`src/hw/shc_pkg.sv`:
```
// constants and types shared by the security command handler
package shc_pkg;
   localparam logic [7:0] SOH = 8'h01;
   localparam logic [7:0] STX = 8'h02;
   localparam logic [7:0] ETX = 8'h03;
   localparam logic [7:0] CMD_ID_AUTH = 8'h9c;
   localparam logic [7:0] CMD_SEC_SET = 8'ha0;
   localparam logic [7:0] LEN_ID_AUTH = 8'h11;
   localparam logic [7:0] LEN_SEC_SET = 8'h01;
   localparam logic [7:0] LEN_SETTINGS = 8'h08;
   localparam logic [7:0] LEN_RESP = 8'h01;
   // response status codes; only the acknowledge value is fixed by the protocol
   localparam logic [7:0] ST_ACK = 8'h06;
   localparam logic [7:0] ST_NACK = 8'h15;
   localparam logic [7:0] ST_CMD_NUM = 8'h04;
   localparam logic [7:0] ST_PARAM = 8'h05;
   localparam logic [7:0] ST_CKSUM = 8'h07;
   localparam logic [7:0] ST_ID_AUTH = 8'h0e;
   localparam logic [7:0] ST_PROTECT = 8'h10;
   localparam logic [7:0] ST_ERASE = 8'h1a;
   localparam logic [7:0] ST_WRITE = 8'h1b;
   localparam logic [7:0] ST_VERIFY = 8'h1c;
   localparam logic [7:0] ZERO_BYTE = 8'h00;
   localparam logic [7:0] CNT_ONE = 8'h01;
   localparam logic [7:0] ID_FIRST = 8'h01;
   localparam logic [7:0] ID_LAST = 8'h10;
   localparam logic [3:0] ID_IDX_ONE = 4'h1;
   // data packet byte positions after the length byte
   localparam logic [7:0] POS_FLAG = 8'h00;
   localparam logic [7:0] POS_START_LO = 8'h02;
   localparam logic [7:0] POS_START_HI = 8'h03;
   localparam logic [7:0] POS_END_LO = 8'h04;
   localparam logic [7:0] POS_END_HI = 8'h05;
   // flag bits 0,3,5,6 must be one; bits 1,2,4 must never go 0 to 1
   localparam logic [7:0] FLAG_ONES_MASK = 8'h69;
   localparam logic [7:0] FLAG_PROT_MASK = 8'h16;
   localparam logic [7:0] BLOCK_HI_MASK = 8'hfc;
   localparam logic [9:0] BLOCK_ONE = 10'h001;
   localparam logic [2:0] RESP_FIRST = 3'h0;
   localparam logic [2:0] RESP_LAST = 3'h4;
   localparam logic [2:0] RESP_STEP = 3'h1;

   typedef enum logic [3:0] {
      S_WAIT_SOH,
      S_LEN,
      S_BODY,
      S_SUM,
      S_END,
      S_EVAL,
      S_SEND,
      S_WAIT_STX,
      S_FLASH,
      S_HANG
   } shc_state_e;
endpackage

```
`src/hw/shc_sum.sv`:
```
// running byte sum for packet checksum checking
`timescale 1ns/1ps
module shc_sum (
   input wire logic sys_clk,
   input wire logic resetn,
   input wire logic clr,
   input wire logic add,
   input wire logic [7:0] data,
   output logic [7:0] acc
);
   typedef struct packed {
      logic [7:0] acc;
   } shc_sum_s;

   shc_sum_s r;
   shc_sum_s next_r;

   always_comb begin
      next_r = r;
      if (clr) begin
         next_r.acc = shc_pkg::ZERO_BYTE;
      end else if (add) begin
         next_r.acc = r.acc + data;
      end
   end

   always_ff @(posedge sys_clk) begin
      if (!resetn) begin
         r <= '0;
      end else begin
         r <= next_r;
      end
   end

   assign acc = r.acc;
endmodule

```
`src/hw/shc_resp.sv`:
```
// sends one five byte status response packet
`timescale 1ns/1ps
module shc_resp (
   input wire logic sys_clk,
   input wire logic resetn,
   input wire logic go,
   input wire logic [7:0] status,
   input wire logic tx_ready,
   output logic tx_valid,
   output logic [7:0] tx_byte,
   output logic done
);
   typedef struct packed {
      logic active;
      logic [2:0] idx;
      logic [7:0] sts;
      logic [7:0] tx_byte;
      logic done;
   } shc_resp_s;

   shc_resp_s r;
   shc_resp_s next_r;
   logic [2:0] idx_n;
   logic [7:0] sel_byte;

   always_comb begin
      next_r = r;
      next_r.done = 1'b0;
      idx_n = r.idx + shc_pkg::RESP_STEP;
      // checksum is the negated sum of length and status
      case (idx_n)
         3'h1: sel_byte = shc_pkg::LEN_RESP;
         3'h2: sel_byte = r.sts;
         3'h3: sel_byte = shc_pkg::ZERO_BYTE - shc_pkg::LEN_RESP - r.sts;
         default: sel_byte = shc_pkg::ETX;
      endcase
      if (!r.active) begin
         if (go) begin
            next_r.active = 1'b1;
            next_r.idx = shc_pkg::RESP_FIRST;
            next_r.sts = status;
            next_r.tx_byte = shc_pkg::STX;
         end
      end else if (tx_ready) begin
         if (r.idx == shc_pkg::RESP_LAST) begin
            next_r.active = 1'b0;
            next_r.done = 1'b1;
         end else begin
            next_r.idx = idx_n;
            next_r.tx_byte = sel_byte;
         end
      end
   end

   always_ff @(posedge sys_clk) begin
      if (!resetn) begin
         r <= '0;
      end else begin
         r <= next_r;
      end
   end

   assign tx_valid = r.active;
   assign tx_byte = r.tx_byte;
   assign done = r.done;
endmodule

```
`src/hw/shc_security_cmd.sv`:
```
// security command interpreter: id authentication and security set
`timescale 1ns/1ps
module shc_security_cmd (
   input wire logic sys_clk,
   input wire logic resetn,
   input wire logic rx_valid,
   input wire logic [7:0] rx_byte,
   input wire logic tx_ready,
   output logic tx_valid,
   output logic [7:0] tx_byte,
   input wire logic [127:0] connection_id_code,
   input wire logic [9:0] code_flash_last_block,
   input wire logic [7:0] current_flag_byte,
   output logic opt_req,
   output logic [7:0] security_flag_byte,
   output logic [9:0] window_start_field,
   output logic [9:0] window_end_field,
   input wire logic seq_done,
   input wire logic erase_fail_flag,
   input wire logic write_fail_flag,
   input wire logic verify_fail_flag,
   input wire logic sequencer_fault_flag,
   input wire logic extra_sequencer_fault_flag,
   output logic command_phase,
   output logic hung,
   output logic [7:0] response_status_byte
);
   typedef struct packed {
      shc_pkg::shc_state_e st;
      shc_pkg::shc_state_e after_send;
      logic is_data;
      logic accept_phase;
      logic hung;
      logic [7:0] len;
      logic [7:0] cnt;
      logic [7:0] cmd;
      logic id_ok;
      logic sum_ok;
      logic end_ok;
      logic [7:0] flag;
      logic [7:0] start_lo;
      logic [7:0] start_hi;
      logic [7:0] end_lo;
      logic [7:0] end_hi;
      logic resp_go;
      logic [7:0] sts;
      logic opt_req;
      logic [7:0] opt_flag;
      logic [9:0] opt_start;
      logic [9:0] opt_end;
   } shc_main_s;

   shc_main_s r;
   shc_main_s next_r;

   logic sum_clr;
   logic sum_add;
   logic [7:0] sum_acc;
   logic resp_done;
   logic [3:0] id_idx;
   logic [9:0] win_start;
   logic [9:0] win_end;
   logic bad_window;
   logic bad_flag;

   shc_sum u_sum (
      .sys_clk(sys_clk),
      .resetn(resetn),
      .clr(sum_clr),
      .add(sum_add),
      .data(rx_byte),
      .acc(sum_acc)
   );

   shc_resp u_resp (
      .sys_clk(sys_clk),
      .resetn(resetn),
      .go(r.resp_go),
      .status(r.sts),
      .tx_ready(tx_ready),
      .tx_valid(tx_valid),
      .tx_byte(tx_byte),
      .done(resp_done)
   );

   always_comb begin
      next_r = r;
      next_r.resp_go = 1'b0;
      next_r.opt_req = 1'b0;
      sum_clr = 1'b0;
      sum_add = 1'b0;
      id_idx = r.cnt[3:0] - shc_pkg::ID_IDX_ONE;
      win_start = {r.start_hi[1:0], r.start_lo};
      win_end = {r.end_hi[1:0], r.end_lo};
      // high bits set, reversed or out-of-flash window are all refused
      bad_window = ((r.start_hi & shc_pkg::BLOCK_HI_MASK) != shc_pkg::ZERO_BYTE)
         || ((r.end_hi & shc_pkg::BLOCK_HI_MASK) != shc_pkg::ZERO_BYTE)
         || (win_start > win_end)
         || (win_end > code_flash_last_block);
      // fixed-one bits wrong or an enable going back from 0 to 1
      bad_flag = ((r.flag & shc_pkg::FLAG_ONES_MASK) != shc_pkg::FLAG_ONES_MASK)
         || ((~current_flag_byte & r.flag & shc_pkg::FLAG_PROT_MASK)
         != shc_pkg::ZERO_BYTE);
      case (r.st)
         shc_pkg::S_WAIT_SOH: begin
            if (rx_valid && rx_byte == shc_pkg::SOH) begin
               sum_clr = 1'b1;
               next_r.is_data = 1'b0;
               next_r.cmd = shc_pkg::ZERO_BYTE;
               next_r.id_ok = 1'b1;
               next_r.st = shc_pkg::S_LEN;
            end
         end
         shc_pkg::S_WAIT_STX: begin
            // anything before the start byte is dropped
            if (rx_valid && rx_byte == shc_pkg::STX) begin
               sum_clr = 1'b1;
               next_r.is_data = 1'b1;
               next_r.st = shc_pkg::S_LEN;
            end
         end
         shc_pkg::S_LEN: begin
            if (rx_valid) begin
               sum_add = 1'b1;
               next_r.len = rx_byte;
               next_r.cnt = shc_pkg::ZERO_BYTE;
               next_r.st = (rx_byte == shc_pkg::ZERO_BYTE) ? shc_pkg::S_SUM
                  : shc_pkg::S_BODY;
            end
         end
         shc_pkg::S_BODY: begin
            if (rx_valid) begin
               sum_add = 1'b1;
               next_r.cnt = r.cnt + shc_pkg::CNT_ONE;
               if (r.cnt == r.len - shc_pkg::CNT_ONE) begin
                  next_r.st = shc_pkg::S_SUM;
               end
               if (!r.is_data) begin
                  if (r.cnt == shc_pkg::ZERO_BYTE) begin
                     next_r.cmd = rx_byte;
                  end else if (r.cnt >= shc_pkg::ID_FIRST && r.cnt <= shc_pkg::ID_LAST
                     && rx_byte != connection_id_code[8 * id_idx +: 8]) begin
                     next_r.id_ok = 1'b0;
                  end
               end else begin
                  // reserved bytes are simply not stored
                  if (r.cnt == shc_pkg::POS_FLAG) begin
                     next_r.flag = rx_byte;
                  end else if (r.cnt == shc_pkg::POS_START_LO) begin
                     next_r.start_lo = rx_byte;
                  end else if (r.cnt == shc_pkg::POS_START_HI) begin
                     next_r.start_hi = rx_byte;
                  end else if (r.cnt == shc_pkg::POS_END_LO) begin
                     next_r.end_lo = rx_byte;
                  end else if (r.cnt == shc_pkg::POS_END_HI) begin
                     next_r.end_hi = rx_byte;
                  end
               end
            end
         end
         shc_pkg::S_SUM: begin
            if (rx_valid) begin
               next_r.sum_ok = (sum_acc + rx_byte) == shc_pkg::ZERO_BYTE;
               next_r.st = shc_pkg::S_END;
            end
         end
         shc_pkg::S_END: begin
            if (rx_valid) begin
               next_r.end_ok = (rx_byte == shc_pkg::ETX);
               next_r.st = shc_pkg::S_EVAL;
            end
         end
         shc_pkg::S_EVAL: begin
            next_r.resp_go = 1'b1;
            next_r.st = shc_pkg::S_SEND;
            next_r.after_send = shc_pkg::S_WAIT_SOH;
            if (!r.end_ok) begin
               next_r.sts = shc_pkg::ST_NACK;
            end else if (!r.sum_ok) begin
               next_r.sts = shc_pkg::ST_CKSUM;
            end else if (r.is_data) begin
               if (r.len != shc_pkg::LEN_SETTINGS) begin
                  next_r.sts = shc_pkg::ST_NACK;
               end else if (bad_window) begin
                  next_r.sts = shc_pkg::ST_PARAM;
               end else if (bad_flag) begin
                  next_r.sts = shc_pkg::ST_PROTECT;
               end else begin
                  // nothing goes out until the sequencer has answered
                  next_r.resp_go = 1'b0;
                  next_r.opt_req = 1'b1;
                  next_r.opt_flag = r.flag;
                  next_r.opt_start = win_start;
                  next_r.opt_end = win_end + shc_pkg::BLOCK_ONE;
                  next_r.st = shc_pkg::S_FLASH;
               end
            end else if (r.cmd == shc_pkg::CMD_ID_AUTH) begin
               if (r.accept_phase) begin
                  next_r.sts = shc_pkg::ST_CMD_NUM;
               end else if (r.len != shc_pkg::LEN_ID_AUTH) begin
                  next_r.sts = shc_pkg::ST_NACK;
               end else if (r.id_ok) begin
                  next_r.sts = shc_pkg::ST_ACK;
                  next_r.accept_phase = 1'b1;
               end else begin
                  next_r.sts = shc_pkg::ST_ID_AUTH;
                  next_r.after_send = shc_pkg::S_HANG;
               end
            end else if (r.cmd == shc_pkg::CMD_SEC_SET) begin
               if (!r.accept_phase) begin
                  next_r.sts = shc_pkg::ST_CMD_NUM;
               end else if (r.len != shc_pkg::LEN_SEC_SET) begin
                  next_r.sts = shc_pkg::ST_NACK;
               end else begin
                  next_r.sts = shc_pkg::ST_ACK;
                  next_r.after_send = shc_pkg::S_WAIT_STX;
               end
            end else begin
               next_r.sts = shc_pkg::ST_CMD_NUM;
            end
         end
         shc_pkg::S_FLASH: begin
            if (seq_done) begin
               next_r.resp_go = 1'b1;
               next_r.st = shc_pkg::S_SEND;
               next_r.after_send = shc_pkg::S_WAIT_SOH;
               if (erase_fail_flag) begin
                  next_r.sts = shc_pkg::ST_ERASE;
               end else if (write_fail_flag) begin
                  next_r.sts = shc_pkg::ST_WRITE;
               end else if (verify_fail_flag) begin
                  next_r.sts = shc_pkg::ST_VERIFY;
               end else if (sequencer_fault_flag || extra_sequencer_fault_flag) begin
                  next_r.sts = shc_pkg::ST_PROTECT;
               end else begin
                  next_r.sts = shc_pkg::ST_ACK;
               end
            end
         end
         shc_pkg::S_SEND: begin
            // incoming bytes are ignored while the response goes out
            if (resp_done) begin
               next_r.st = r.after_send;
               next_r.hung = (r.after_send == shc_pkg::S_HANG);
            end
         end
         shc_pkg::S_HANG: begin
            // only a reset leaves this state
            next_r.st = shc_pkg::S_HANG;
         end
         default: begin
            next_r.st = shc_pkg::S_WAIT_SOH;
         end
      endcase
   end

   always_ff @(posedge sys_clk) begin
      if (!resetn) begin
         r <= '0;
         r.st <= shc_pkg::S_WAIT_SOH;
         r.after_send <= shc_pkg::S_WAIT_SOH;
      end else begin
         r <= next_r;
      end
   end

   assign opt_req = r.opt_req;
   assign security_flag_byte = r.opt_flag;
   assign window_start_field = r.opt_start;
   assign window_end_field = r.opt_end;
   assign command_phase = r.accept_phase;
   assign hung = r.hung;
   assign response_status_byte = r.sts;
endmodule

```
`config.mk`:
```
export PLATFORM = sky130hd
export DESIGN_NAME = shc_security_cmd
export DESIGN_NICKNAME = d
export VERILOG_FILES = /design/src/hw/shc_pkg.sv /design/src/hw/shc_sum.sv /design/src/hw/shc_resp.sv /design/src/hw/shc_security_cmd.sv
export SDC_FILE = /design/constraint.sdc
export NUM_CORES = 1
export LEC_CHECK = 0
export BUFFER_PORTS_ARGS = -buffer_cell sky130_fd_sc_hd__buf_2
export CORE_MARGIN = 2
export CORE_UTILIZATION = 45
export CTS_CLUSTER_SIZE = 24
export DETAILED_ROUTE_END_ITERATION = 16
export PLACE_DENSITY_LB_ADDON = 0.15
export SYNTH_ARGS = -nofsm -noshare
export SYNTH_HDL_FRONTEND = slang
export SYNTH_SLANG_ARGS = --single-unit
```
`constraint.sdc`:
```
create_clock -name sys_clk -period 3.8 [get_ports sys_clk]
set_clock_uncertainty 0.15 [all_clocks]
set_input_delay 0.76 -clock sys_clk [delete_from_list [all_inputs] [get_ports sys_clk]]
set_output_delay 0.76 -clock sys_clk [all_outputs]
set_load 0.02 [all_outputs]
```
[Yosys cells after proc, flatten, opt, wreduce, memory -nomap -nowiden]
Cells that the tools add are included.
Word-level totals
  register bits after elaboration: 145
  output and inout port bits: 48
  logic and storage cells: 227
Operators by class
  add/subtract/negate cells: 7
  $lt $le $gt $ge: 4
  equality and inequality tests: 45
  shift-type cells: 1
  muxes and demuxes: 82
  bitwise logic cells: 15
  reductions and logical operators: 45
Operators by type and width (count)
  $mux W8: 17
  $shiftx A128 B8 Y8: 1
  $mux W4: 20
  $pmux W4 S10: 1
  $mux W9: 4
  $pmux W9 S2: 2
  $eq A8 B2 Y1 const B: 4
  $mux W5: 6
  $mux W29: 1
  $ne A2 B2 Y1 const B: 14
  $logic_not A8 Y1: 3
  $pmux W8 S3: 1
  $reduce_bool A8 Y1: 3
  $gt A10 B10 Y1: 2
  $mux W1: 20
  $mux W20: 1
  $mux W17: 1
  $eq A4 B3 Y1 const B: 4
  $eq A8 B3 Y1 const B: 2
  $eq A8 B8 Y1 const B: 2
  $pmux W8 S2: 1
  $reduce_and A3 Y1: 5
  $reduce_and A5 Y1: 3
  $reduce_and A7 Y1: 2
  41 further kinds: 79

[Depth between registers and ports, before layout]
Gate-level depths: netlist (run 1).
  word-level depth: 11
  mapped depth: 12
  gate-level depth less buffers: 10

[Modules after synthesis]
Synthesis (run 1) repeated with hierarchy kept, for this count alone.
Second synthesis, totals
  cell total of the unflattened synthesis: 1045
  area total of the unflattened synthesis: 9206.3 sq um
By module, submodules not included
  shc_security_cmd: instances 1, cells an instance 863, area each 7571.0 sq um, sequential area each 2242.2 sq um
  shc_resp: instances 1, cells an instance 116, area each 1042.2 sq um, sequential area each 420.4 sq um
  shc_sum: instances 1, cells an instance 66, area each 593.1 sq um, sequential area each 160.2 sq um

[Worst setup path before layout (run 1)]
Ideal clock, no wire load.
  kind: register to register
  start: register r[89] in the netlist's numbering
  end: register r[80] in the netlist's numbering
  setup time: 0.078 ns
  arrival time: 3.046 ns
  data required time: 3.572 ns
  path slack: 0.526 ns
  stages on the path, launching flop included: 13
  path buffers: 4
  period minus slack after synthesis: 3.274 ns
  cells stage by stage: dfxtp_1 -> buf_6 -> buf_6 -> inv_1 -> ha_1 -> clkbuf_1 -> buf_1 -> mux4_2 -> mux4_1 -> xor2_1 -> nor4_1 -> a21oi_1 -> nor3_1
Between the ends
  word-level cells in the longest chain between the ends: 6
  elaborated cells between the ends (all ways): 11
  those cells by class: add/sub: 1; order compare: 2; eq/ne: 3; shift: 1; reduce/logical: 4
Ends and longest elaborated chain
  start, declared: RTL line shc_security_cmd.sv:53  | shc_main_s r;
  start signal, assigned: RTL line shc_security_cmd.sv:263  | r <= next_r;
  $sub A4 B1 Y4: RTL line shc_security_cmd.sv:92  | id_idx = r.cnt[3:0] - shc_pkg::ID_IDX_ONE;
  $shiftx A128 B8 Y8: RTL line shc_security_cmd.sv:142  | && rx_byte != connection_id_code[8 * id_idx +: 8]) begin
  $ne A8 B8 Y1: RTL line shc_security_cmd.sv:142
  $logic_and A1 B1 Y1: RTL line shc_security_cmd.sv:142
  $ne A2 B2 Y1 (no source line)
  $reduce_and A6 Y1 (no source line) *
Every way passes the cells marked *; elsewhere a longest branch is shown, timed or not.
A chain may end at the register's enable or synchronous reset.

[Worst setup path in the final report (run 1)]
  start: register r[90] in the netlist's numbering
  end: register r[80] in the netlist's numbering
The elaborated chain is that of the path after synthesis.

==> key figures, run 1 <==
Setup path
  – Crit path from: r[90]
  – Critical path launch point type: flop
  – Critical path endpoint category: flop
  – Kind of critical path: flop to flop
  – Maximum fanout count along the critical path: 27
  – Worst flop-to-flop path startpoint: r[90]
  – WP data required: 4.00 ns
  – Arrival time of the worst setup path: 3.46 ns

Placed design
  – # port buffers: 203
  – Area after DPL: 9535 um^2
  – HPWL reported at the end of detailed placement: 16,970 um
  – Weighted congestion at the end of routability-driven global placement: 0.8936

Synthesis
  – Cell type with the highest aggregate area in the netlist: sky130_fd_sc_hd__dfxtp_1
  – Area fraction of the dominant cell type after synthesis: 31.63%
  – Number of unique standard cell types used by synthesis: 74
  – Top cells by area, synth: sky130_fd_sc_hd__dfxtp_1, sky130_fd_sc_hd__mux4_2, sky130_fd_sc_hd__mux2i_1
  – Count of flip-flops with a built-in enable after synthesis: 0
  – Flip-flop and latch count after synthesis: 136
  – Ys flop type: sky130_fd_sc_hd__dfxtp_1
  – Yosys synthesis warning count: 0
  – Async set-reset flop share out of synthesis: 0%
  – Cells after synthesis: 961
  – Netlist area before placement: 8608 um^2
  – Mean instance size in the synthesized netlist: 8.958 um^2
  – Sequential area share after synthesis: 31.63%
  – Most frequently used cell type in the post-synthesis netlist: sky130_fd_sc_hd__dfxtp_1
  – Leading cell types by count after synthesis: sky130_fd_sc_hd__dfxtp_1, sky130_fd_sc_hd__nor2_1, sky130_fd_sc_hd__mux2i_1

STA
  – Final period utilization: 85.99%
  – Setup violators final: 0
  – Max-slew headroom at the worst pin: 38.99%
  – Endpoints failing hold: 0
  – Setup_tns: 0 ns
  – Setup repair after global routing missed its margin: false
  – Slew at the pin closest to its max-slew limit: 0.9074 ns
  – Peak clock frequency supported by timing: 0.3060 GHz
  – Tmin final: 3.268 ns
  – Final max-slew violation count: 0

Drt
  – Post-route DRC: 0
  – Overall routed net length: 22,900 um
  – Average wire per cell in the routed design: 16.91 um
  – Via total after detailed routing: 7,408
  – Residual antenna-violating net count after detailed routing: 0
  – First-pass DRT Iterations: 5
  – Per-cell via count in the routed design: 5.471
  – Number of DRC markers after the initial detailed-route iteration: 464

Flow run
  – Number of violations of the max-capacitance limit: 0

GRT
  – Gr usage total: 22.86%
  – Wire length of the first global-routing pass: 35,990 um
  – Pin count of the biggest net entering global routing: 80
  – GR Overflow Total: 0
  – Number of antenna violations at the first check in global routing: 1
  – Via count of the first global-routing pass: 6,931

Clock network
  – Cts repair resizes: 0
  – Max H-tree Level: 4
  – CTS tree: done
  – Hold_buf cts: 0
  – Root Driver: sky130_fd_sc_hd__clkbuf_16
  – Clock sink count: 136
  – Clock insertion delay at the later pin of the skew report: 0.43 ns
  – TritonCTS Buffers: 17
  – Clock-pin transition on the worst setup and hold timing paths: 0.06 ns
  – Clock buffer depth: 2
  – Number of buffers added for setup after CTS: 0

Floorplanning
  – Number of core rows: 50
  – Die Area: 20,250 um^2
  – Placeable core region: 18,770 um^2
  – Io pins: 212
  – Die extent in x: 142.3 um
  – Die Y: 142.3 um
  – Initial cell density of the core: 45.87%

Power
  – Leakage power summed over all cells: 4.168 nW
  – Worst-case vdd ir drop: 271.8 uV
  – Power density of the placed cells: 328.1 nW/um^2

Final layout
  – Net count, final: 1,310
  – Post-route design area: 10,130 um^2
  – Share of layout cells above drive strength 1: 27.79%
  – Growth of design area from synthesis to finish: 17.73%

Min path
  – Hold path startpoint: hung
  – Classification of the worst-slack hold path: flop to flop

Status
  – Run status: finished clean
[per-stage QoR]
| stage | worst slack (ns) | util [%] | power (W) | std cells | hold WS (ns) |
|---|---|---|---|---|---|
| after floorplan | 0.5261 | - | 0.001564 | 963 | 0.2900 |
| after global placement | 0.3259 | 50.81 | 0.001684 | 1321 | 0.2931 |
| after detailed placement | 0.3374 | 50.81 | 0.001687 | 1321 | 0.2936 |
| after CTS | 0.5403 | 53.99 | 0.003355 | 1353 | 0.3033 |
| after global routing | 0.3538 | 54.00 | 0.003431 | 1354 | 0.3298 |
| final | 0.5324 | 54.00 | 0.003326 | 1354 | 0.3009 |
[critical path, stage by stage, from the launching register on]
cell	delay, ns
sky130_fd_sc_hd__dfxtp_1	0.49
sky130_fd_sc_hd__inv_1	0.11
sky130_fd_sc_hd__ha_1	0.29
sky130_fd_sc_hd__buf_4	0.33
sky130_fd_sc_hd__mux4_2	0.41
sky130_fd_sc_hd__mux4_1	0.54
sky130_fd_sc_hd__xor2_1	0.16
sky130_fd_sc_hd__nor4_1	0.35
sky130_fd_sc_hd__a21oi_1	0.18
sky130_fd_sc_hd__nor3_1	0.18
[area by class of cell]
type	instances	area, um^2
multi-input combinational	687	5156
sequential	136	2724
tap	234	292.8
inverter	40	151.4
clock buffer	19	452.9
clock inverter	13	143.9
antenna	1	2.502
fill	1786	8633
timing repair buffer	224	1211
[cells by family (layout without fill, tap and decap cells)]
group | Yosys count | after routing | share of synthesized area (%)
other | 1 | 4 | 0.04356
xor gates and xnor gates | 40 | 40 | 4.070
and+or+nand+nor | 351 | 351 | 19.97
AOI/OAI and AO/OA | 141 | 141 | 10.65
buffers and inverters | 140 | 296 | 8.634
muxes | 112 | 112 | 19.10
DFF | 136 | 136 | 31.63
adders and majority gates | 40 | 40 | 5.901
[where the power goes]
group	leakage [nW]	switching, W	internal, W
combinational	2.80	0.000113	0.000113
clock	0.270	0.000670	0.00100
sequential	1.10	0.000000530	0.00143
[cell usage in the layout (no fill, tap or decap), types with 18 or more instances in the layout]
master	instances
sky130_fd_sc_hd__buf_4	18
sky130_fd_sc_hd__ha_1	39
sky130_fd_sc_hd__nor2_1	130
sky130_fd_sc_hd__mux2i_1	69
sky130_fd_sc_hd__a21oi_1	50
sky130_fd_sc_hd__nand3_1	29
sky130_fd_sc_hd__inv_1	39
sky130_fd_sc_hd__dfxtp_1	135
sky130_fd_sc_hd__buf_2	203
sky130_fd_sc_hd__xnor2_1	19
sky130_fd_sc_hd__xor2_1	21
sky130_fd_sc_hd__nand2_1	64
sky130_fd_sc_hd__nor3_1	27
sky130_fd_sc_hd__mux4_2	35
[flip-flops by register name (all words and copies together) (netlist names)]
name / count
u_sum.acc: 8
command_phase: 1
u_resp.done: 1
security_flag_byte: 8
window_end_field: 10
r: 76
window_start_field: 10
response_status_byte: 5
u_resp.tx_valid: 1
u_resp.tx_byte: 6
hung: 1
u_resp.r: 8
opt_req: 1
[worst paths after layout]
| kind | slack, ns | cells after the start | endpoint |
|---|---|---|---|
| worst max-delay path | 0.53 | 9 | r[80] |
| worst min-delay path | 0.30 | 2 | hung |
| worst max register to register | 0.53 | 9 | r[80] |
| worst min register to register | 0.30 | 2 | hung |
[layer usage]
metal | wire length (um) | GRT usage [%]
met5 | 0 | 0
met4 | 567 | 7.921
met2 | 11490 | 40.43
met3 | 1002 | 3.937
met1 | 9842 | 28.14
(Power assumes the default switching activity.)
==> run 2, diff against run 1 <==
- CORE_MARGIN: 2 -> default
- CORE_UTILIZATION: 45 -> 55
==> key figures, run 2 (synthesis results as in run 1) <==
Power
  – Worst-case vdd ir drop: 330.8 uV (was 271.8 uV)
  – Power density of the placed cells: 330.3 nW/um^2 (was 328.1 nW/um^2)
  – Leakage power summed over all cells: 4.198 nW (was 4.168 nW)

Setup path
  – Critical path launch point type: flop (unchanged)
  – Top Family by Delay on Critical Path: multiplexers (unchanged)
  – Critical path endpoint category: flop (unchanged)
  – Number of cells on the worst reg-to-reg path: 9 (unchanged)
  – Cell-by-cell trace of the critical path: inv_1 -> ha_1 -> buf_4 -> mux4_2 -> mux4_1 -> xor2_1 -> nor4_1 -> a21oi_1 -> nor3_1 (unchanged)
  – Arrival time of the worst setup path: 3.52 ns (was 3.46 ns)
  – Destination of the worst register-to-register timing path: r[80] (unchanged)
  – Kind of critical path: flop to flop (unchanged)
  – Worst flop-to-flop path startpoint: r[89] (was r[90])
  – Maximum fanout count along the critical path: 33 (was 27)
  – Buffering stage count on the worst path with inverters included: 2 (unchanged)
  – Critical-path top delay cell: sky130_fd_sc_hd__mux4_1 (unchanged)
  – Slowest stage delay, CP: 0.52 ns (was 0.54 ns)
  – WP data required: 3.99 ns (was 4.00 ns)
  – R2R setup slack: 0.47 ns (was 0.53 ns)

Clock network
  – CTS tree: done (unchanged)
  – Number of buffers added for setup after CTS: 0 (unchanged)
  – TritonCTS Buffers: 17 (unchanged)
  – Clock insertion delay at the later pin of the skew report: 0.42 ns (was 0.43 ns)
  – Clock buffer depth: 2 (unchanged)
  – Clock sink count: 136 (unchanged)
  – Hold_buf cts: 0 (unchanged)
  – Clock-pin transition on the worst setup and hold timing paths: 0.06 ns (about the same)
  – Root Driver: sky130_fd_sc_hd__clkbuf_16 (unchanged)
  – Max H-tree Level: 4 (unchanged)
  – Cts repair resizes: 0 (unchanged)

Flow run
  – Number of violations of the max-capacitance limit: 0 (unchanged)

STA
  – Peak clock frequency supported by timing: 0.3004 GHz (was 0.3060 GHz)
  – Setup_tns: 0 ns (unchanged)
  – Setup violators final: 0 (unchanged)
  – Slew at the pin closest to its max-slew limit: 0.9297 ns (was 0.9074 ns)
  – Setup repair after global routing missed its margin: false (unchanged)
  – Final period utilization: 87.62% (was 85.99%)
  – Endpoints failing hold: 0 (unchanged)
  – Max-slew headroom at the worst pin: 37.49% (was 38.99%)
  – Final max-slew violation count: 0 (unchanged)
  – Final worst-path setup slack: 0.4706 ns (was 0.5324 ns)
  – Tmin final: 3.329 ns (was 3.268 ns)

Drt
  – Per-cell via count in the routed design: 5.617 (was 5.471)
  – First-pass DRT Iterations: 5 (unchanged)
  – Via total after detailed routing: 7,476 (was 7,408)
  – Average wire per cell in the routed design: 16.72 um (was 16.91 um)
  – Residual antenna-violating net count after detailed routing: 0 (unchanged)
  – Post-route DRC: 0 (unchanged)
  – Overall routed net length: 22,260 um (was 22,900 um)
  – Number of DRC markers after the initial detailed-route iteration: 518 (was 464)

Min path
  – Hold path startpoint: hung (unchanged)
  – Endpoint with the worst hold slack: hung (unchanged)
  – WHS Path Cells: 2 (unchanged)
  – Classification of the worst-slack hold path: flop to flop (unchanged)

Status
  – Run status: finished clean (unchanged)

Floorplanning
  – Io pins: 212 (unchanged)
  – Placeable core region: 15,260 um^2 (was 18,770 um^2)
  – Die extent in x: 127.1 um (was 142.3 um)
  – Number of core rows: 45 (was 50)
  – Die Area: 16,160 um^2 (was 20,250 um^2)
  – Die Y: 127.1 um (was 142.3 um)
  – Initial cell density of the core: 56.42% (was 45.87%)

GRT
  – Wire length of the first global-routing pass: 35,180 um (was 35,990 um)
  – Pin count of the biggest net entering global routing: 92 (was 80)
  – Gr usage total: 28.34% (was 22.86%)
  – Number of antenna violations at the first check in global routing: 1 (unchanged)
  – GR Overflow Total: 0 (unchanged)
  – Via count of the first global-routing pass: 7,148 (was 6,931)

Placed design
  – # port buffers: 203 (unchanged)
  – Area after DPL: 9514 um^2 (was 9535 um^2)
  – Worst-case setup slack after placement: 0.3010 ns (was 0.3374 ns)
  – Weighted congestion at the end of routability-driven global placement: 0.8919 (was 0.8936)
  – HPWL reported at the end of detailed placement: 16,510 um (was 16,970 um)
  – Post-Place Cells: 1,299 (was 1,321)

Final layout
  – Finished Core Util: 66.38% (was 54.00%)
  – Flip-flop count of the largest register after layout: 76 (unchanged)
  – Largest Register: r (unchanged)
  – Share of layout cells above drive strength 1: 27.79% (unchanged)
  – Most common library cell in the layout ignoring fill and taps: sky130_fd_sc_hd__buf_2 (unchanged)
  – Post-route design area: 10,130 um^2 (about the same)
  – Growth of design area from synthesis to finish: 17.66% (was 17.73%)
  – Top library cells by usage in the layout, fill and taps aside: sky130_fd_sc_hd__buf_2, sky130_fd_sc_hd__dfxtp_1, sky130_fd_sc_hd__nor2_1 (unchanged)
  – Number of inserted filler cells in the final layout: 1,331 (was 1,786)
  – Net count, final: 1,311 (was 1,310)
  – Final instance count without filler cells: 1,331 (was 1,354)
## run 2: cell types whose count changed in the layout (fill, tap and decap cells not counted)
| cell | previous run | this run |
|---|---|---|
| sky130_fd_sc_hd__clkinvlp_4 | 7 | 3 |
| sky130_fd_sc_hd__clkinv_2 | 2 | 4 |
| sky130_fd_sc_hd__buf_4 | 18 | 19 |
| sky130_fd_sc_hd__clkbuf_8 | 2 | 3 |
| sky130_fd_sc_hd__inv_6 | 2 | 1 |
| sky130_fd_sc_hd__bufinv_16 | 2 | 3 |
## run 2: worst max path at each step
stage               slack (ns)       to                startpoint  cells past startpoint
floorplan                 0.53    r[80]                     r[89]                     12
global placement          0.31  opt_req  code_flash_last_block[5]                     10
detailed placement        0.30  opt_req  code_flash_last_block[5]                     10
CTS                       0.43    r[80]                     r[89]                      9
global route              0.20    r[80]                     r[89]                      9
finish                    0.47    r[80]                     r[89]                      9
## run 2: area by class of cell
type	instances	area, um^2	share of cell area, %
multi-input combinational	687	5156	50.91
sequential	136	2724	26.89
timing repair buffer	225	1219	12.03
clock buffer	20	466.7	4.608
tap	211	264.0	2.607
inverter	40	151.4	1.495
clock inverter	11	145.1	1.433
antenna	1	2.502	0.02471
## run 2: metrics by stage
| stage | power, W | hold WS [ns] |
|---|---|---|
| detailed placement | 0.001685 | 0.2945 |
| CTS | 0.003371 | 0.3036 |
| global route | 0.003447 | 0.3411 |
| global placement | 0.001681 | 0.2910 |
| floorplan | 0.001564 | 0.2900 |
| finish | 0.003345 | 0.2987 |
## run 2: tightest hold or removal path, cell delays in order, from the launching register on
cell,delay [ns]
sky130_fd_sc_hd__dfxtp_1,0.30
sky130_fd_sc_hd__nand2_1,0.05
sky130_fd_sc_hd__a21oi_1,0.05
## run 2: where the power goes
group          switching (W)  total, W  internal (W)
registers        0.000000523   0.00143       0.00143
clock network       0.000612   0.00169       0.00108
logic               0.000114  0.000227      0.000113
## run 2: metal layers
| layer | GRT usage (%) | wire, um | vias to the layer above | part of all wire (%) |
|---|---|---|---|---|
| met3 | 5.235 | 860 | 49 | 3.9 |
| met5 | 0 | 0 | - | 0 |
| li1 | - | - | 3674 | - |
| met2 | 51.71 | 11400 | 225 | 51 |
| met1 | 31.91 | 9097 | 3528 | 41 |
| met4 | 13.38 | 903 | 0 | 4.1 |
==> run 3, diff against run 2 <==
- BUFFER_PORTS_ARGS: -buffer_cell sky130_fd_sc_hd__buf_2 -> -buffer_cell sky130_fd_sc_hd__clkbuf_2
- CORE_ASPECT_RATIO: default -> 0.5
- HOLD_SLACK_MARGIN: default -> 0.08
==> key figures, run 3 (synthesis results as in run 1) <==
Setup path
  – Critical path launch point type: flop (unchanged)
  – Top Family by Delay on Critical Path: multiplexers (unchanged)
  – Buffering stage count on the worst path with inverters included: 2 (unchanged)
  – Kind of critical path: flop to flop (unchanged)
  – Cell-by-cell trace of the critical path: inv_1 -> ha_1 -> buf_4 -> mux4_2 -> mux4_1 -> xor2_1 -> nor4_1 -> a21oi_1 -> nor3_1 (unchanged)
  – Slowest stage delay, CP: 0.55 ns (was 0.52 ns)
  – Maximum fanout count along the critical path: 33 (unchanged)
  – WP data required: 3.99 ns (about the same)
  – Critical-path top delay cell: sky130_fd_sc_hd__mux4_1 (unchanged)
  – Number of cells on the worst reg-to-reg path: 9 (unchanged)
  – Arrival time of the worst setup path: 3.44 ns (was 3.52 ns)
  – Number of cells on the critical path: 9 (unchanged)
  – Critical path endpoint category: flop (unchanged)

Drt
  – Post-route DRC: 0 (unchanged)
  – First-pass DRT Iterations: 5 (unchanged)
  – Number of DRC markers after the initial detailed-route iteration: 479 (was 518)
  – Residual antenna-violating net count after detailed routing: 0 (unchanged)
  – Average wire per cell in the routed design: 17.47 um (was 16.72 um)
  – Per-cell via count in the routed design: 5.803 (was 5.617)
  – Overall routed net length: 23,010 um (was 22,260 um)
  – Via total after detailed routing: 7,642 (was 7,476)

Clock network
  – TritonCTS Buffers: 17 (unchanged)
  – CTS tree: done (unchanged)
  – Hold_buf cts: 0 (unchanged)
  – Clock-pin transition on the worst setup and hold timing paths: 0.06 ns (about the same)
  – Max H-tree Level: 4 (unchanged)
  – Cts repair resizes: 0 (unchanged)
  – Clock sink count: 136 (unchanged)
  – Root Driver: sky130_fd_sc_hd__clkbuf_16 (unchanged)
  – Clock buffer depth: 2 (unchanged)
  – Clock insertion delay at the later pin of the skew report: 0.42 ns (about the same)
  – Number of buffers added for setup after CTS: 0 (unchanged)

Placed design
  – Worst-case setup slack after placement: 0.2786 ns (was 0.3010 ns)
  – # port buffers: 203 (unchanged)
  – Weighted congestion at the end of routability-driven global placement: 0.8858 (was 0.8919)
  – HPWL reported at the end of detailed placement: 17,380 um (was 16,510 um)

STA
  – Endpoints failing hold: 0 (unchanged)
  – Tmin final: 3.247 ns (was 3.329 ns)
  – Setup repair after global routing missed its margin: false (unchanged)
  – Final period utilization: 85.45% (was 87.62%)
  – Setup violators final: 0 (unchanged)
  – Max-slew headroom at the worst pin: 39.06% (was 37.49%)
  – Peak clock frequency supported by timing: 0.3080 GHz (was 0.3004 GHz)
  – Final max-slew violation count: 0 (unchanged)
  – Slew at the pin closest to its max-slew limit: 0.9063 ns (was 0.9297 ns)
  – Setup_tns: 0 ns (unchanged)
  – Final worst-path setup slack: 0.5528 ns (was 0.4706 ns)

Final layout
  – Share of layout cells above drive strength 1: 27.52% (was 27.79%)
  – Sequential cell area: 2724 um^2 (unchanged)
  – Multi-input gate area in the final layout: 5156 um^2 (unchanged)
  – Net count, final: 1,310 (was 1,311)
  – Most common library cell in the layout ignoring fill and taps: sky130_fd_sc_hd__clkbuf_2 (was sky130_fd_sc_hd__buf_2)
  – Finished Core Util: 67.78% (was 66.38%)
  – Antenna diode count: 0 (was 1)
  – Growth of design area from synthesis to finish: 16.98% (was 17.66%)
  – Flip-flop count of the largest register after layout: 76 (unchanged)
  – Number of inserted filler cells in the final layout: 1,248 (was 1,331)
  – Largest Register: r (unchanged)
  – Top library cells by usage in the layout, fill and taps aside: sky130_fd_sc_hd__clkbuf_2, sky130_fd_sc_hd__dfxtp_1, sky130_fd_sc_hd__nor2_1 (was sky130_fd_sc_hd__buf_2, sky130_fd_sc_hd__dfxtp_1, sky130_fd_sc_hd__nor2_1)

Flow run
  – Number of violations of the max-capacitance limit: 0 (unchanged)

Floorplanning
  – Io pins: 212 (unchanged)
  – Die Area: 16,190 um^2 (was 16,160 um^2)
  – Placeable core region: 14,860 um^2 (was 15,260 um^2)
  – Initial cell density of the core: 57.95% (was 56.42%)
  – Die extent in x: 178.9 um (was 127.1 um)
  – Die Y: 90.47 um (was 127.1 um)
  – Number of core rows: 31 (was 45)

GRT
  – Busiest layer in global routing: met2 (unchanged)
  – M2 GR Usage: 48.20% (was 51.71%)
  – Via count of the first global-routing pass: 7,469 (was 7,148)
  – GR met3 Demand/Resource: 5.135% (was 5.235%)
  – Wire length of the first global-routing pass: 37,940 um (was 35,180 um)
  – Number of antenna violations at the first check in global routing: 0 (was 1)
  – Met1 Usage GRT: 39.61% (was 31.91%)
  – GR Overflow Total: 0 (unchanged)
  – Gr usage total: 29.67% (was 28.34%)
  – Pin count of the biggest net entering global routing: 72 (was 92)

Power
  – Sequential fraction of design power: 43.2% (was 42.7%)
  – Switching fraction of total power: 23.84% (was 21.72%)
  – Leakage power summed over all cells: 4.156 nW (was 4.198 nW)
  – Power density of the placed cells: 328.2 nW/um^2 (was 330.3 nW/um^2)
  – Clock network power share: 49.9% (was 50.5%)
  – Share of power burned in combinational logic: 6.9% (was 6.8%)
  – Switching component of the power: 0.0007880 W (was 0.0007267 W)
  – Power Internal: 0.002517 W (was 0.002618 W)
  – Worst-case vdd ir drop: 266.0 uV (was 330.8 uV)

Status
  – Run status: finished clean (unchanged)

Min path
  – Classification of the worst-slack hold path: flop to flop (unchanged)
  – WHS Path Cells: 2 (unchanged)
## run 3: worst reg2reg max path, stage by stage (launching register included)
cell and delay (ns):
sky130_fd_sc_hd__dfxtp_1 0.48, sky130_fd_sc_hd__inv_1 0.11, sky130_fd_sc_hd__ha_1 0.29, sky130_fd_sc_hd__buf_4 0.37, sky130_fd_sc_hd__mux4_2 0.39, sky130_fd_sc_hd__mux4_1 0.55, sky130_fd_sc_hd__xor2_1 0.16, sky130_fd_sc_hd__nor4_1 0.32
sky130_fd_sc_hd__a21oi_1 0.17, sky130_fd_sc_hd__nor3_1 0.18
## run 3: area by class of cell
type                    instances  area share, %
clock buffers                  20          4.336
clock inverters                12          1.416
inverters                      40          1.503
multi-input cells             687          51.21
flip-flops and latches        136          27.05
well taps                     198          2.460
repair buffers                224          12.03
## run 3: power by group through the flow
| stage | combinational, W | clock, W | sequential, W |
|---|---|---|---|
| global route | 0.000249 | 0.00173 | 0.00143 |
| detailed placement | 0.000229 | 0 | 0.00146 |
| global placement | 0.000225 | 0 | 0.00146 |
| floorplan | 0.000106 | 0 | 0.00146 |
| CTS | 0.000230 | 0.00166 | 0.00143 |
| finish | 0.000230 | 0.00165 | 0.00143 |
## run 3: metrics by stage
stage / instance area [um^2] / hold slack [ns] / power, W / std cells
floorplan: 8616 / 0.2900 / 0.001564 / 963
global placement: 9490 / 0.2905 / 0.001683 / 1285
detailed placement: 9490 / 0.3083 / 0.001687 / 1285
CTS: 10070 / 0.3173 / 0.003318 / 1317
global route: 10070 / 0.3291 / 0.003403 / 1317
finish: 10070 / 0.3121 / 0.003305 / 1317
## run 3: worst paths after layout
check	startpoint	endpoint	slack, ns
setup / recovery	r[90]	r[80]	0.55
hold / removal	hung	hung	0.31
setup reg to reg	r[90]	r[80]	0.55
hold reg to reg	hung	hung	0.31
## run 3: metal layers
metal  vias up  wire, um
li1       3675         -
met1      3638     10340
met2       290     10780
met3        39      1459
met4         0       427
met5         -         0
